File: src/fcq_pkg.sv
`default_nettype none
package fcq_pkg;
   // ==========================================================
   // Timing
   localparam int         CLK_NS    = 10;
   localparam int         TICK_NS   = 1000;
   localparam int         TICK_CYC  = (TICK_NS + CLK_NS - 1) / CLK_NS;
   localparam logic [6:0] TICK_LAST = 7'(TICK_CYC - 1);
   localparam logic [6:0] TICK_RST  = 7'h00;

   // ==========================================================
   // Register offsets (byte addresses; OFF_ACC_HI is the upper address nibble)
   localparam logic [7:0] OFF_CHCFG = 8'h00;
   localparam logic [7:0] OFF_MARK  = 8'h04;
   localparam logic [7:0] OFF_OUTC  = 8'h08;
   localparam logic [7:0] OFF_PCLR  = 8'h0C;
   localparam logic [7:0] OFF_PRE_A = 8'h10;
   localparam logic [7:0] OFF_PRE_B = 8'h14;
   localparam logic [7:0] OFF_REV_1 = 8'h18;
   localparam logic [7:0] OFF_REV_3 = 8'h1C;
   localparam logic [3:0] OFF_ACC_HI = 4'h2;
   localparam logic [7:0] OFF_STAT  = 8'h30;

   // ==========================================================
   // Reset values and constants
   localparam logic [31:0] CHCFG_RST = 32'h0303_0303;
   localparam logic [31:0] ZERO32    = 32'h0000_0000;
   localparam logic [31:0] ONE32     = 32'h0000_0001;

   // ==========================================================
   // Field encodings
   localparam logic [1:0] MODE_TOT  = 2'h0;
   localparam logic [1:0] MODE_PUL  = 2'h1;
   localparam logic [1:0] MODE_QUAD = 2'h2;
   localparam logic [1:0] MODE_OFF  = 2'h3;
   localparam logic [1:0] SUB_WH    = 2'h0;
   localparam logic [1:0] SUB_WL    = 2'h1;
   localparam logic [1:0] SUB_PR    = 2'h2;
   localparam logic [1:0] SUB_PF    = 2'h3;
   localparam logic [1:0] OUT_PLAIN = 2'h0;
   localparam logic [1:0] OUT_PWM   = 2'h1;
   localparam logic [1:0] OUT_CMP   = 2'h2;
   localparam logic [1:0] MK_RISE   = 2'h0;
   localparam logic [1:0] MK_FALL   = 2'h1;
   localparam logic [1:0] MK_BOTH   = 2'h2;

   // ==========================================================
   // Types
   typedef struct packed {
      logic       rst_fall;
      logic       rst_en;
      logic [1:0] sub;
      logic       quad_dn;
      logic       edge_fall;
      logic [1:0] mode;
   } fcq_chcfg_t;

   typedef struct packed {
      logic       lvl_low;
      logic       rst_on_fall;
      logic       on_b;
      logic [1:0] aedge;
      logic       sync;
      logic       en;
   } fcq_mark_t;

   typedef struct packed {
      logic       plain;
      logic [1:0] mode;
   } fcq_out_t;

   typedef enum logic [1:0] {
      FCQ_P_WAIT = 2'b01,
      FCQ_P_RUN  = 2'b10
   } fcq_pst_t;
endpackage : fcq_pkg
`default_nettype wire

File: src/fcq_top.sv
// The register offsets and the Wishbone slave port were decided locally.
`timescale 1ns/1ns
`default_nettype none
// Contract
// - Program clear bit holds totalizer at zero
// - Inputs three/four clear counters one/two on edge
// - Hardware totalize clear within 100 us
// - Compare output high when count reaches preset
// - Each output: plain, PWM or compare; PWM is not built, that setting holds the output low
// - Preset changeable live; zero forces output low
// - Width sub-modes count 1 us ticks at level
// - Period sub-modes time edge to like edge
// - Accumulator holds last completed measurement
// - Quadrature on counters one and three only
// - Count every phase edge, four per cycle
// - Configurable count direction for A leading
// - Nonzero revolution count wraps; zero full range
// - Clear zeros, set loads revolution count minus one
// - Input three may act as marker
// - Async marker zeros on chosen marker edge
// - Sync marker acts on phase edge at level
// - Sync marker level sampled within 50 us
// - Reversed rotation loads revolution count minus one
// - Totalize counts one chosen edge direction
module fcq_top (
   // Clock and reset
   input  wire logic        core_clk,
   input  wire logic        nrst,
   // Wishbone slave
   input  wire logic        wb_cyc_i,
   input  wire logic        wb_stb_i,
   input  wire logic        wb_we_i,
   input  wire logic [7:0]  wb_adr_i,
   input  wire logic [3:0]  wb_sel_i,
   input  wire logic [31:0] wb_dat_i,
   output var  logic [31:0] wb_dat_o,
   output var  logic        wb_ack_o,
   // Counter and marker inputs
   input  wire logic [3:0]  counter_in,
   // Digital outputs
   output var  logic        compare_out_a,
   output var  logic        compare_out_b
);
   // ==========================================================
   // Declarations
   logic [3:0]           s1_r, s2_r, s3_r, rise, fall;
   logic [6:0]           tick_r, tick_nxt;
   logic                 tick;
   fcq_pkg::fcq_chcfg_t  cfg_r [4];
   fcq_pkg::fcq_chcfg_t  cfg_nxt [4];
   fcq_pkg::fcq_mark_t   mk_r, mk_nxt;
   fcq_pkg::fcq_out_t    oc_r [2];
   fcq_pkg::fcq_out_t    oc_nxt [2];
   logic [3:0]           pclr_r, pclr_nxt;
   logic [31:0]          pre_r [2];
   logic [31:0]          pre_nxt [2];
   logic [31:0]          rev_r [2];
   logic [31:0]          rev_nxt [2];
   logic [31:0]          acc_r [4];
   logic [31:0]          acc_nxt [4];
   logic [31:0]          meas_r [4];
   logic [31:0]          meas_nxt [4];
   fcq_pkg::fcq_pst_t    pst_r [4];
   fcq_pkg::fcq_pst_t    pst_nxt [4];
   logic [1:0]           qd [4];
   logic [3:0]           act, hwr;
   logic                 mk_on, mk_async, mk_sync, s_zero;
   logic                 ahit, er, ef, cw, s_act;
   logic                 ack_nxt, wr, cmp_a_nxt, cmp_b_nxt;
   logic [31:0]          dat_nxt, rdat, wdat;

   // ==========================================================
   // Helpers
   // Returns {lead_step, lag_step}; a double change is dropped
   function automatic logic [1:0] quad_step(input logic ap, bp, a, b);
      logic one, up;
      one = (a ^ ap) ^ (b ^ bp);
      up  = (a & ~ap & ~b) | (b & ~bp & a) | (~a & ap & b)
          | (~b & bp & ~a);
      return {one & up, one & ~up};
   endfunction : quad_step

   function automatic logic [31:0] be_merge(input logic [31:0] o, n,
                                            input logic [3:0] sel);
      logic [31:0] r;
      r = o;
      for (int k = 0; k < 4; k++) begin
         if (sel[k]) r[8*k +: 8] = n[8*k +: 8];
      end
      return r;
   endfunction : be_merge

   // ==========================================================
   // Input synchroniser and edge detect
   always_ff @(posedge core_clk or negedge nrst) begin
      if (!nrst) begin
         s1_r <= 4'h0;
         s2_r <= 4'h0;
         s3_r <= 4'h0;
      end else begin
         s1_r <= counter_in;
         s2_r <= s1_r;
         s3_r <= s2_r;
      end
   end
   assign rise = s2_r & ~s3_r;
   assign fall = ~s2_r & s3_r;

   // ==========================================================
   // Microsecond time base
   always_comb begin
      tick     = (tick_r == fcq_pkg::TICK_LAST);
      tick_nxt = tick ? fcq_pkg::TICK_RST : tick_r + 7'h01;
   end
   always_ff @(posedge core_clk or negedge nrst) begin
      if (!nrst) tick_r <= fcq_pkg::TICK_RST;
      else       tick_r <= tick_nxt;
   end

   // ==========================================================
   // Register file
   always_comb begin
      for (int k = 0; k < 4; k++) cfg_nxt[k] = cfg_r[k];
      for (int k = 0; k < 2; k++) begin
         oc_nxt[k]  = oc_r[k];
         pre_nxt[k] = pre_r[k];
         rev_nxt[k] = rev_r[k];
      end
      mk_nxt   = mk_r;
      pclr_nxt = pclr_r;
      // Answer one cycle after the strobe, drop after one
      ack_nxt  = wb_cyc_i & wb_stb_i & ~wb_ack_o;
      wr       = ack_nxt & wb_we_i;
      if (wb_adr_i == fcq_pkg::OFF_CHCFG) begin
         rdat = {cfg_r[3], cfg_r[2], cfg_r[1], cfg_r[0]};
      end else if (wb_adr_i == fcq_pkg::OFF_MARK) begin
         rdat = {25'h000_0000, mk_r};
      end else if (wb_adr_i == fcq_pkg::OFF_OUTC) begin
         rdat = {26'h000_0000, oc_r[1], oc_r[0]};
      end else if (wb_adr_i == fcq_pkg::OFF_PCLR) begin
         rdat = {28'h000_0000, pclr_r};
      end else if (wb_adr_i == fcq_pkg::OFF_PRE_A) begin
         rdat = pre_r[0];
      end else if (wb_adr_i == fcq_pkg::OFF_PRE_B) begin
         rdat = pre_r[1];
      end else if (wb_adr_i == fcq_pkg::OFF_REV_1) begin
         rdat = rev_r[0];
      end else if (wb_adr_i == fcq_pkg::OFF_REV_3) begin
         rdat = rev_r[1];
      end else if (wb_adr_i[7:4] == fcq_pkg::OFF_ACC_HI) begin
         rdat = acc_r[wb_adr_i[3:2]];
      end else if (wb_adr_i == fcq_pkg::OFF_STAT) begin
         rdat = {26'h000_0000, compare_out_b, compare_out_a, s2_r};
      end else begin
         rdat = fcq_pkg::ZERO32;
      end
      wdat    = be_merge(rdat, wb_dat_i, wb_sel_i);
      dat_nxt = (ack_nxt && !wb_we_i) ? rdat : fcq_pkg::ZERO32;
      if (wr) begin
         if (wb_adr_i == fcq_pkg::OFF_CHCFG) begin
            {cfg_nxt[3], cfg_nxt[2], cfg_nxt[1], cfg_nxt[0]} = wdat;
         end else if (wb_adr_i == fcq_pkg::OFF_MARK) begin
            mk_nxt = wdat[6:0];
         end else if (wb_adr_i == fcq_pkg::OFF_OUTC) begin
            oc_nxt[0] = wdat[2:0];
            oc_nxt[1] = wdat[5:3];
         end else if (wb_adr_i == fcq_pkg::OFF_PCLR) begin
            pclr_nxt = wdat[3:0];
         end else if (wb_adr_i == fcq_pkg::OFF_PRE_A) begin
            pre_nxt[0] = wdat;
         end else if (wb_adr_i == fcq_pkg::OFF_PRE_B) begin
            pre_nxt[1] = wdat;
         end else if (wb_adr_i == fcq_pkg::OFF_REV_1) begin
            rev_nxt[0] = wdat;
         end else if (wb_adr_i == fcq_pkg::OFF_REV_3) begin
            rev_nxt[1] = wdat;
         end
      end
   end

   // ==========================================================
   // Channel routing and marker
   always_comb begin
      // A quadrature pair or a reset role takes the partner input
      mk_on  = mk_r.en && (cfg_r[0].mode == fcq_pkg::MODE_QUAD);
      act[0] = 1'b1;
      act[1] = (cfg_r[0].mode != fcq_pkg::MODE_QUAD);
      act[2] = !cfg_r[2].rst_en && !mk_on;
      act[3] = (cfg_r[2].mode != fcq_pkg::MODE_QUAD) && !cfg_r[3].rst_en;
      for (int k = 0; k < 2; k++) begin
         hwr[k] = act[k] && cfg_r[k+2].rst_en
                  && (cfg_r[k+2].rst_fall ? fall[k+2] : rise[k+2]);
      end
      hwr[3:2] = 2'b00;
      case (mk_r.aedge)
         fcq_pkg::MK_RISE: ahit = rise[2];
         fcq_pkg::MK_FALL: ahit = fall[2];
         fcq_pkg::MK_BOTH: ahit = rise[2] | fall[2];
         default:          ahit = 1'b0;
      endcase
      mk_async = mk_on && !mk_r.sync && ahit;
      er     = mk_r.on_b ? rise[1] : rise[0];
      ef     = mk_r.on_b ? fall[1] : fall[0];
      cw     = qd[0][1];
      // Marker level sampled in the same cycle as the phase edge
      s_act  = (s2_r[2] ^ mk_r.lvl_low) & ((er & cw) | (ef & ~cw));
      s_zero = (er & cw) ^ mk_r.rst_on_fall;
      mk_sync = mk_on && mk_r.sync && s_act;
   end

   // ==========================================================
   // Counter channels
   generate
      for (genvar g = 0; g < 4; g++) begin : g_ch
         localparam int IB = (g % 2 == 0) ? g + 1 : g;
         localparam int IQ = g / 2;
         logic        cup, cdn, st, sp;
         logic [31:0] n;
         assign qd[g] = quad_step(s3_r[g], s3_r[IB], s2_r[g], s2_r[IB]);
         always_comb begin
            n   = rev_r[IQ];
            cup = cfg_r[g].quad_dn ? qd[g][0] : qd[g][1];
            cdn = cfg_r[g].quad_dn ? qd[g][1] : qd[g][0];
            st  = cfg_r[g].sub[0] ? fall[g] : rise[g];
            sp  = (cfg_r[g].sub == fcq_pkg::SUB_WH
                   || cfg_r[g].sub == fcq_pkg::SUB_PF) ? fall[g] : rise[g];
            acc_nxt[g]  = acc_r[g];
            meas_nxt[g] = meas_r[g];
            pst_nxt[g]  = fcq_pkg::FCQ_P_WAIT;
            if (act[g]) begin
               case (cfg_r[g].mode)
                  fcq_pkg::MODE_TOT: begin
                     if (cfg_r[g].edge_fall ? fall[g] : rise[g]) begin
                        acc_nxt[g] = acc_r[g] + fcq_pkg::ONE32;
                     end
                     if (hwr[g]) acc_nxt[g] = fcq_pkg::ZERO32;
                     if (pclr_r[g]) acc_nxt[g] = fcq_pkg::ZERO32;
                  end
                  fcq_pkg::MODE_PUL: begin
                     case (pst_r[g])
                        fcq_pkg::FCQ_P_WAIT: begin
                           if (st) begin
                              meas_nxt[g] = fcq_pkg::ZERO32;
                              pst_nxt[g]  = fcq_pkg::FCQ_P_RUN;
                           end
                        end
                        fcq_pkg::FCQ_P_RUN: begin
                           pst_nxt[g] = fcq_pkg::FCQ_P_RUN;
                           if (sp) begin
                              acc_nxt[g]  = meas_r[g];
                              meas_nxt[g] = fcq_pkg::ZERO32;
                              if (!cfg_r[g].sub[1]) begin
                                 pst_nxt[g] = fcq_pkg::FCQ_P_WAIT;
                              end
                           end else if (tick) begin
                              meas_nxt[g] = meas_r[g] + fcq_pkg::ONE32;
                           end
                        end
                        default: pst_nxt[g] = fcq_pkg::FCQ_P_WAIT;
                     endcase
                  end
                  fcq_pkg::MODE_QUAD: begin
                     if (g % 2 == 0) begin
                        if (cup) begin
                           acc_nxt[g] = (n != fcq_pkg::ZERO32
                                         && acc_r[g] + fcq_pkg::ONE32 >= n)
                                        ? fcq_pkg::ZERO32
                                        : acc_r[g] + fcq_pkg::ONE32;
                        end else if (cdn) begin
                           acc_nxt[g] = (acc_r[g] == fcq_pkg::ZERO32)
                                        ? n - fcq_pkg::ONE32
                                        : acc_r[g] - fcq_pkg::ONE32;
                        end
                        if (g == 0 && mk_sync) begin
                           acc_nxt[g] = s_zero ? fcq_pkg::ZERO32
                                               : n - fcq_pkg::ONE32;
                        end
                        if (g == 0 && mk_async) begin
                           acc_nxt[g] = fcq_pkg::ZERO32;
                        end
                        if (pclr_r[IB]) acc_nxt[g] = n - fcq_pkg::ONE32;
                        if (pclr_r[g]) acc_nxt[g] = fcq_pkg::ZERO32;
                     end
                  end
                  default: ;
               endcase
            end
         end
      end
   endgenerate

   // ==========================================================
   // Output select; PWM generation is not built, so it holds low
   always_comb begin
      case (oc_r[0].mode)
         fcq_pkg::OUT_PLAIN: cmp_a_nxt = oc_r[0].plain;
         fcq_pkg::OUT_CMP:   cmp_a_nxt = (pre_r[0] != fcq_pkg::ZERO32)
                                         && (acc_r[0] >= pre_r[0]);
         default:            cmp_a_nxt = 1'b0;
      endcase
      case (oc_r[1].mode)
         fcq_pkg::OUT_PLAIN: cmp_b_nxt = oc_r[1].plain;
         fcq_pkg::OUT_CMP:   cmp_b_nxt = (pre_r[1] != fcq_pkg::ZERO32)
                                         && (acc_r[1] >= pre_r[1]);
         default:            cmp_b_nxt = 1'b0;
      endcase
   end

   // ==========================================================
   // State registers
   always_ff @(posedge core_clk or negedge nrst) begin
      if (!nrst) begin
         for (int k = 0; k < 4; k++) begin
            cfg_r[k]  <= fcq_pkg::CHCFG_RST[8*k +: 8];
            acc_r[k]  <= fcq_pkg::ZERO32;
            meas_r[k] <= fcq_pkg::ZERO32;
            pst_r[k]  <= fcq_pkg::FCQ_P_WAIT;
         end
         for (int k = 0; k < 2; k++) begin
            oc_r[k]  <= fcq_pkg::ZERO32[2:0];
            pre_r[k] <= fcq_pkg::ZERO32;
            rev_r[k] <= fcq_pkg::ZERO32;
         end
         mk_r          <= fcq_pkg::ZERO32[6:0];
         pclr_r        <= fcq_pkg::ZERO32[3:0];
         wb_ack_o      <= 1'b0;
         wb_dat_o      <= fcq_pkg::ZERO32;
         compare_out_a <= 1'b0;
         compare_out_b <= 1'b0;
      end else begin
         for (int k = 0; k < 4; k++) begin
            cfg_r[k]  <= cfg_nxt[k];
            acc_r[k]  <= acc_nxt[k];
            meas_r[k] <= meas_nxt[k];
            pst_r[k]  <= pst_nxt[k];
         end
         for (int k = 0; k < 2; k++) begin
            oc_r[k]  <= oc_nxt[k];
            pre_r[k] <= pre_nxt[k];
            rev_r[k] <= rev_nxt[k];
         end
         mk_r          <= mk_nxt;
         pclr_r        <= pclr_nxt;
         wb_ack_o      <= ack_nxt;
         wb_dat_o      <= dat_nxt;
         compare_out_a <= cmp_a_nxt;
         compare_out_b <= cmp_b_nxt;
      end
   end
endmodule : fcq_top
`default_nettype wire
File: config.mk
export PLATFORM = sky130hd
export DESIGN_NAME = fcq_top
export DESIGN_NICKNAME = d
export VERILOG_FILES = /design/src/fcq_pkg.sv /design/src/fcq_top.sv
export SDC_FILE = /design/constraint.sdc
export NUM_CORES = 2
export LEC_CHECK = 0
export ABC_AREA = 1
export ABC_CLOCK_PERIOD_IN_PS = 3300
export BUFFER_PORTS_ARGS = -buffer_cell sky130_fd_sc_hd__buf_4
export CORE_ASPECT_RATIO = 0.5
export CORE_MARGIN = 1
export CORE_UTILIZATION = 25
export CTS_CLUSTER_DIAMETER = 120
export DETAILED_ROUTE_END_ITERATION = 10
export GPL_TIMING_DRIVEN = 0
export PLACE_DENSITY = 0.48
export SYNTH_ARGS = -nofsm -noshare
export SYNTH_HDL_FRONTEND = slang
export SYNTH_SLANG_ARGS = --single-unit
File: constraint.sdc
create_clock -name core_clk -period 3.3 [get_ports core_clk]
set_clock_uncertainty 0.1 [all_clocks]
set_input_delay 0 -clock core_clk [delete_from_list [all_inputs] [get_ports core_clk]]
set_output_delay 0 -clock core_clk [all_outputs]
set_load 0.05 [all_outputs]
==> reports/metrics.yaml <==
status: "finished with violations"
violations: "setup timing"
crit_path_start_kind: "flop"
cp_slowest_stage_delay_ns: 0.45
cpMaxStageDelayCell: "dfrtp_2"
register_area_mm2: 0.0124
fp-row-count: 101
track_usage_pct: 22.5
port_buffers: 87
syn_to_final_growth_pct: 22.2
final_cells: 8053
path_buf_inv: 5
dieArea_mm2: 0.155
synth_edf_count: 0
drv_cap: 0
setup_viol: 71
worstMarginPinSlew_ns: 1.17
arrival_ns: 4.27
cp_max_fo: 8
rr_worst_depth: 24
antenna_found_initial: 4
tritoncts: "built"
root_buffer: "clkbuf_16"
layout_common_cells: "nand2_1 (1,211), inv_1 (616), nor2_1 (533)"
clkSinkCount: 495
cp_common_cell: "nand2_1"
yosysUniqueCellTypes: 72
hold_violations: 0
fin_util_pct: 30.8
insertion_delay_ns: 0.69
postSynthCellCount: 5622
synth-seq-cells: 495
cp.required_ns: 3.76
fillers: 16840
criticalPathCategory: "reg2reg"
grt_pass1_wl_mm: 260
multi_input_area_mm2: 0.0235
place_congestion: 1.01
nNetsFinal: 6162
grt_max_degree: 108
ys_warn_count: 0
design_area_mm2: 0.0468
syn_area_per_cell_um2: 6.81
final-max-slew-violation-count: 0
ys_dominant_reg_cell: "dfrtp_1"
synth_area_mm2: 0.0383
whs_ns: 0.0472
drtAntennaViolNets: 0
period_minus_slack_ns: 3.80
dp_hpwl_mm: 143
clk_path_buf_depth: 3
hold_class: "in2reg"
vias_per_cell: 5.08
r2r-start: "acc_r[97]"
drt_first_pass_iters: 7
p_leak_nw: 21.0
grt_pass1_vias: 38519
start_util_pct: 25.2
async_flop_share_pct: 100
r2r_setup_slack_ns: -0.50
drt_iter0_drc: 4642
cts_max_level: 2
ios: 88
fin_crit_sh_pct: 115
max_freq_mhz: 263
syn_nets: 5842
place_area_mm2: 0.0417
setup_tns_ns: -27.08
setup_slack_ns: -0.504
wire_per_inst_um: 22.3
r2r-end: "acc_r[114]"
die_h_um: 279
wirelength_mm: 179
die_w_um: 555
ir_drop_v: 0.000418
via_count: 40905
crit_chain: "clkinvlp_4 -> nor3_4 -> buf_6 -> nand4_1 -> xor2_1 -> inv_2 -> ha_4 -> nand2_2 -> nor2_2 -> nand4_1 -> nor4_2 -> nand2_1 -> nand2_1 -> nand2_2 -> buf_8 -> buf_4 -> nand3_1 -> nand2_1 -> nand2_1 -> nand2_1 -> nand2_1 -> nand2_2 -> nand2_1 -> a21oi_2"
drive_above_1_share_pct: 15.4
critPathCapture: "acc_r[114]"
startpoint: "acc_r[97]"
grt_overflow: 0
power_density_mw_per_mm2: 541
cts_buffers: 57
rsz0062_at_grt: "yes"
final_common_cell: "nand2_1"
drcViolationCount: 0
yosysSeqAreaShare_pct: 32.4
clk_pin_slew_ns: 0.07
slew-limit-headroom_pct: 21.5
setup.worst_path.end_class: "flop"
core_mm2: 0.152
cp_top_family: "simple AND/OR/NAND/NOR gates"
dp_cells: 7774
cp_num_cells: 24
[cells by family after synthesis]
logic type	count (synthesis)	share of synthesized area, %
fa+ha+maj	167	5.46
flops	495	32.4
mux	1	0.0261
simple gates	2740	31.6
buf+inv	908	9.66
xor+xnor	184	4.23
compound gates	1127	16.7
[power by group]
group	internal (W)	switching, W	total (W)
combinational	0.00384	0.00687	0.0107
clock	0.00385	0.00306	0.00691
sequential	0.00662	0.00109	0.00771
total	0.0143	0.0110	0.0253
[cells in the mapped netlist (23+ instances only)]
library cell | n | area share [%]
a21oi_1 | 441 | 5.8
a21oi_2 | 23 | 0.53
a22oi_1 | 107 | 2.1
buf_2 | 70 | 0.91
clkbuf_1 | 112 | 1.1
dfrtp_1 | 483 | 32
ha_1 | 167 | 5.5
inv_1 | 630 | 6.2
inv_2 | 49 | 0.48
nand2_1 | 1285 | 13
nand3_1 | 431 | 5.6
nand4_1 | 104 | 1.7
nor2_1 | 573 | 5.6
nor2_2 | 46 | 0.75
nor3_1 | 124 | 1.6
nor4_1 | 42 | 0.69
o21ai_0 | 309 | 4.0
o21ai_1 | 84 | 1.1
o22ai_1 | 49 | 0.80
or2_1 | 25 | 0.41
xor2_1 | 165 | 3.8
[layout make-up]
| cell class | count | area share (%) |
|---|---|---|
| timing repair buffer | 264 | 5.05 |
| antenna | 2 | 0.0107 |
| clock inverter | 25 | 0.585 |
| inverter | 685 | 5.54 |
| multi-input combinational | 4219 | 50.3 |
| sequential | 495 | 26.6 |
| clock buffer | 83 | 3.58 |
| tap | 2060 | 5.51 |
| buffer | 220 | 2.90 |
[metal layers]
| layer | part of all wire (%) | global-route usage (%) |
|---|---|---|
| met5 | 0.0078 | 0 |
| met4 | 4.7 | 9.74 |
| met3 | 8.1 | 3.43 |
| met2 | 41 | 32.8 |
| met1 | 46 | 32.7 |
[stage by stage]
stage	total power, W	setup slack, ns
2_1_floorplan	0.0126	0.0731
3_3_place_gp	0.0159	-3.87
3_5_place_dp	0.0158	-1.23
4_1_cts	0.0244	-0.530
5_1_grt	0.0265	-0.698
6_report	0.0253	-0.504
[worst min-delay path by stage]
| stage | from | to | cells after the start |
|---|---|---|---|
| 6_report | wb_adr_i[6] | wb_dat_o[0] | 8 |
| 5_1_grt | wb_we_i | wb_dat_o[5] | 5 |
| 4_1_cts | wb_adr_i[6] | wb_dat_o[0] | 8 |
| 3_5_place_dp | nrst | meas_r[96] | 1 |
| 3_3_place_gp | counter_in[2] | s1_r[2] | 1 |
| 2_1_floorplan | nrst | acc_r[0] | 0 |
[tightest hold or removal path: cells and delay by family]
kind                   cells  cell delay [ns]
and+or+nand+nor            7             0.70
buffers and inverters      1             0.08
[registers in the layout, indices dropped and copies added, names as in the netlist]
register,flops
oc_r,6
s2_r,4
s1_r,4
compare_out_a,1
tick_r,7
acc_r,128
pclr_r,4
compare_out_b,1
pst_r,8
meas_r,128
wb_ack_o,1
g_ch.n,64
cfg_r,32
s3_r,4
wb_dat_o,32
pre_r,64
mk_r,7
[what timing repair did]
action                     4_1_cts  5_1_grt
cloned                           3        0
hold endpoints to repair       295        0
hold buffers                    51        0
setup buffers                   86       35
pin swaps                       88      119
setup endpoints to repair      132      127
gates resized for setup        296      152
Power figures use the tool's default switching activity.
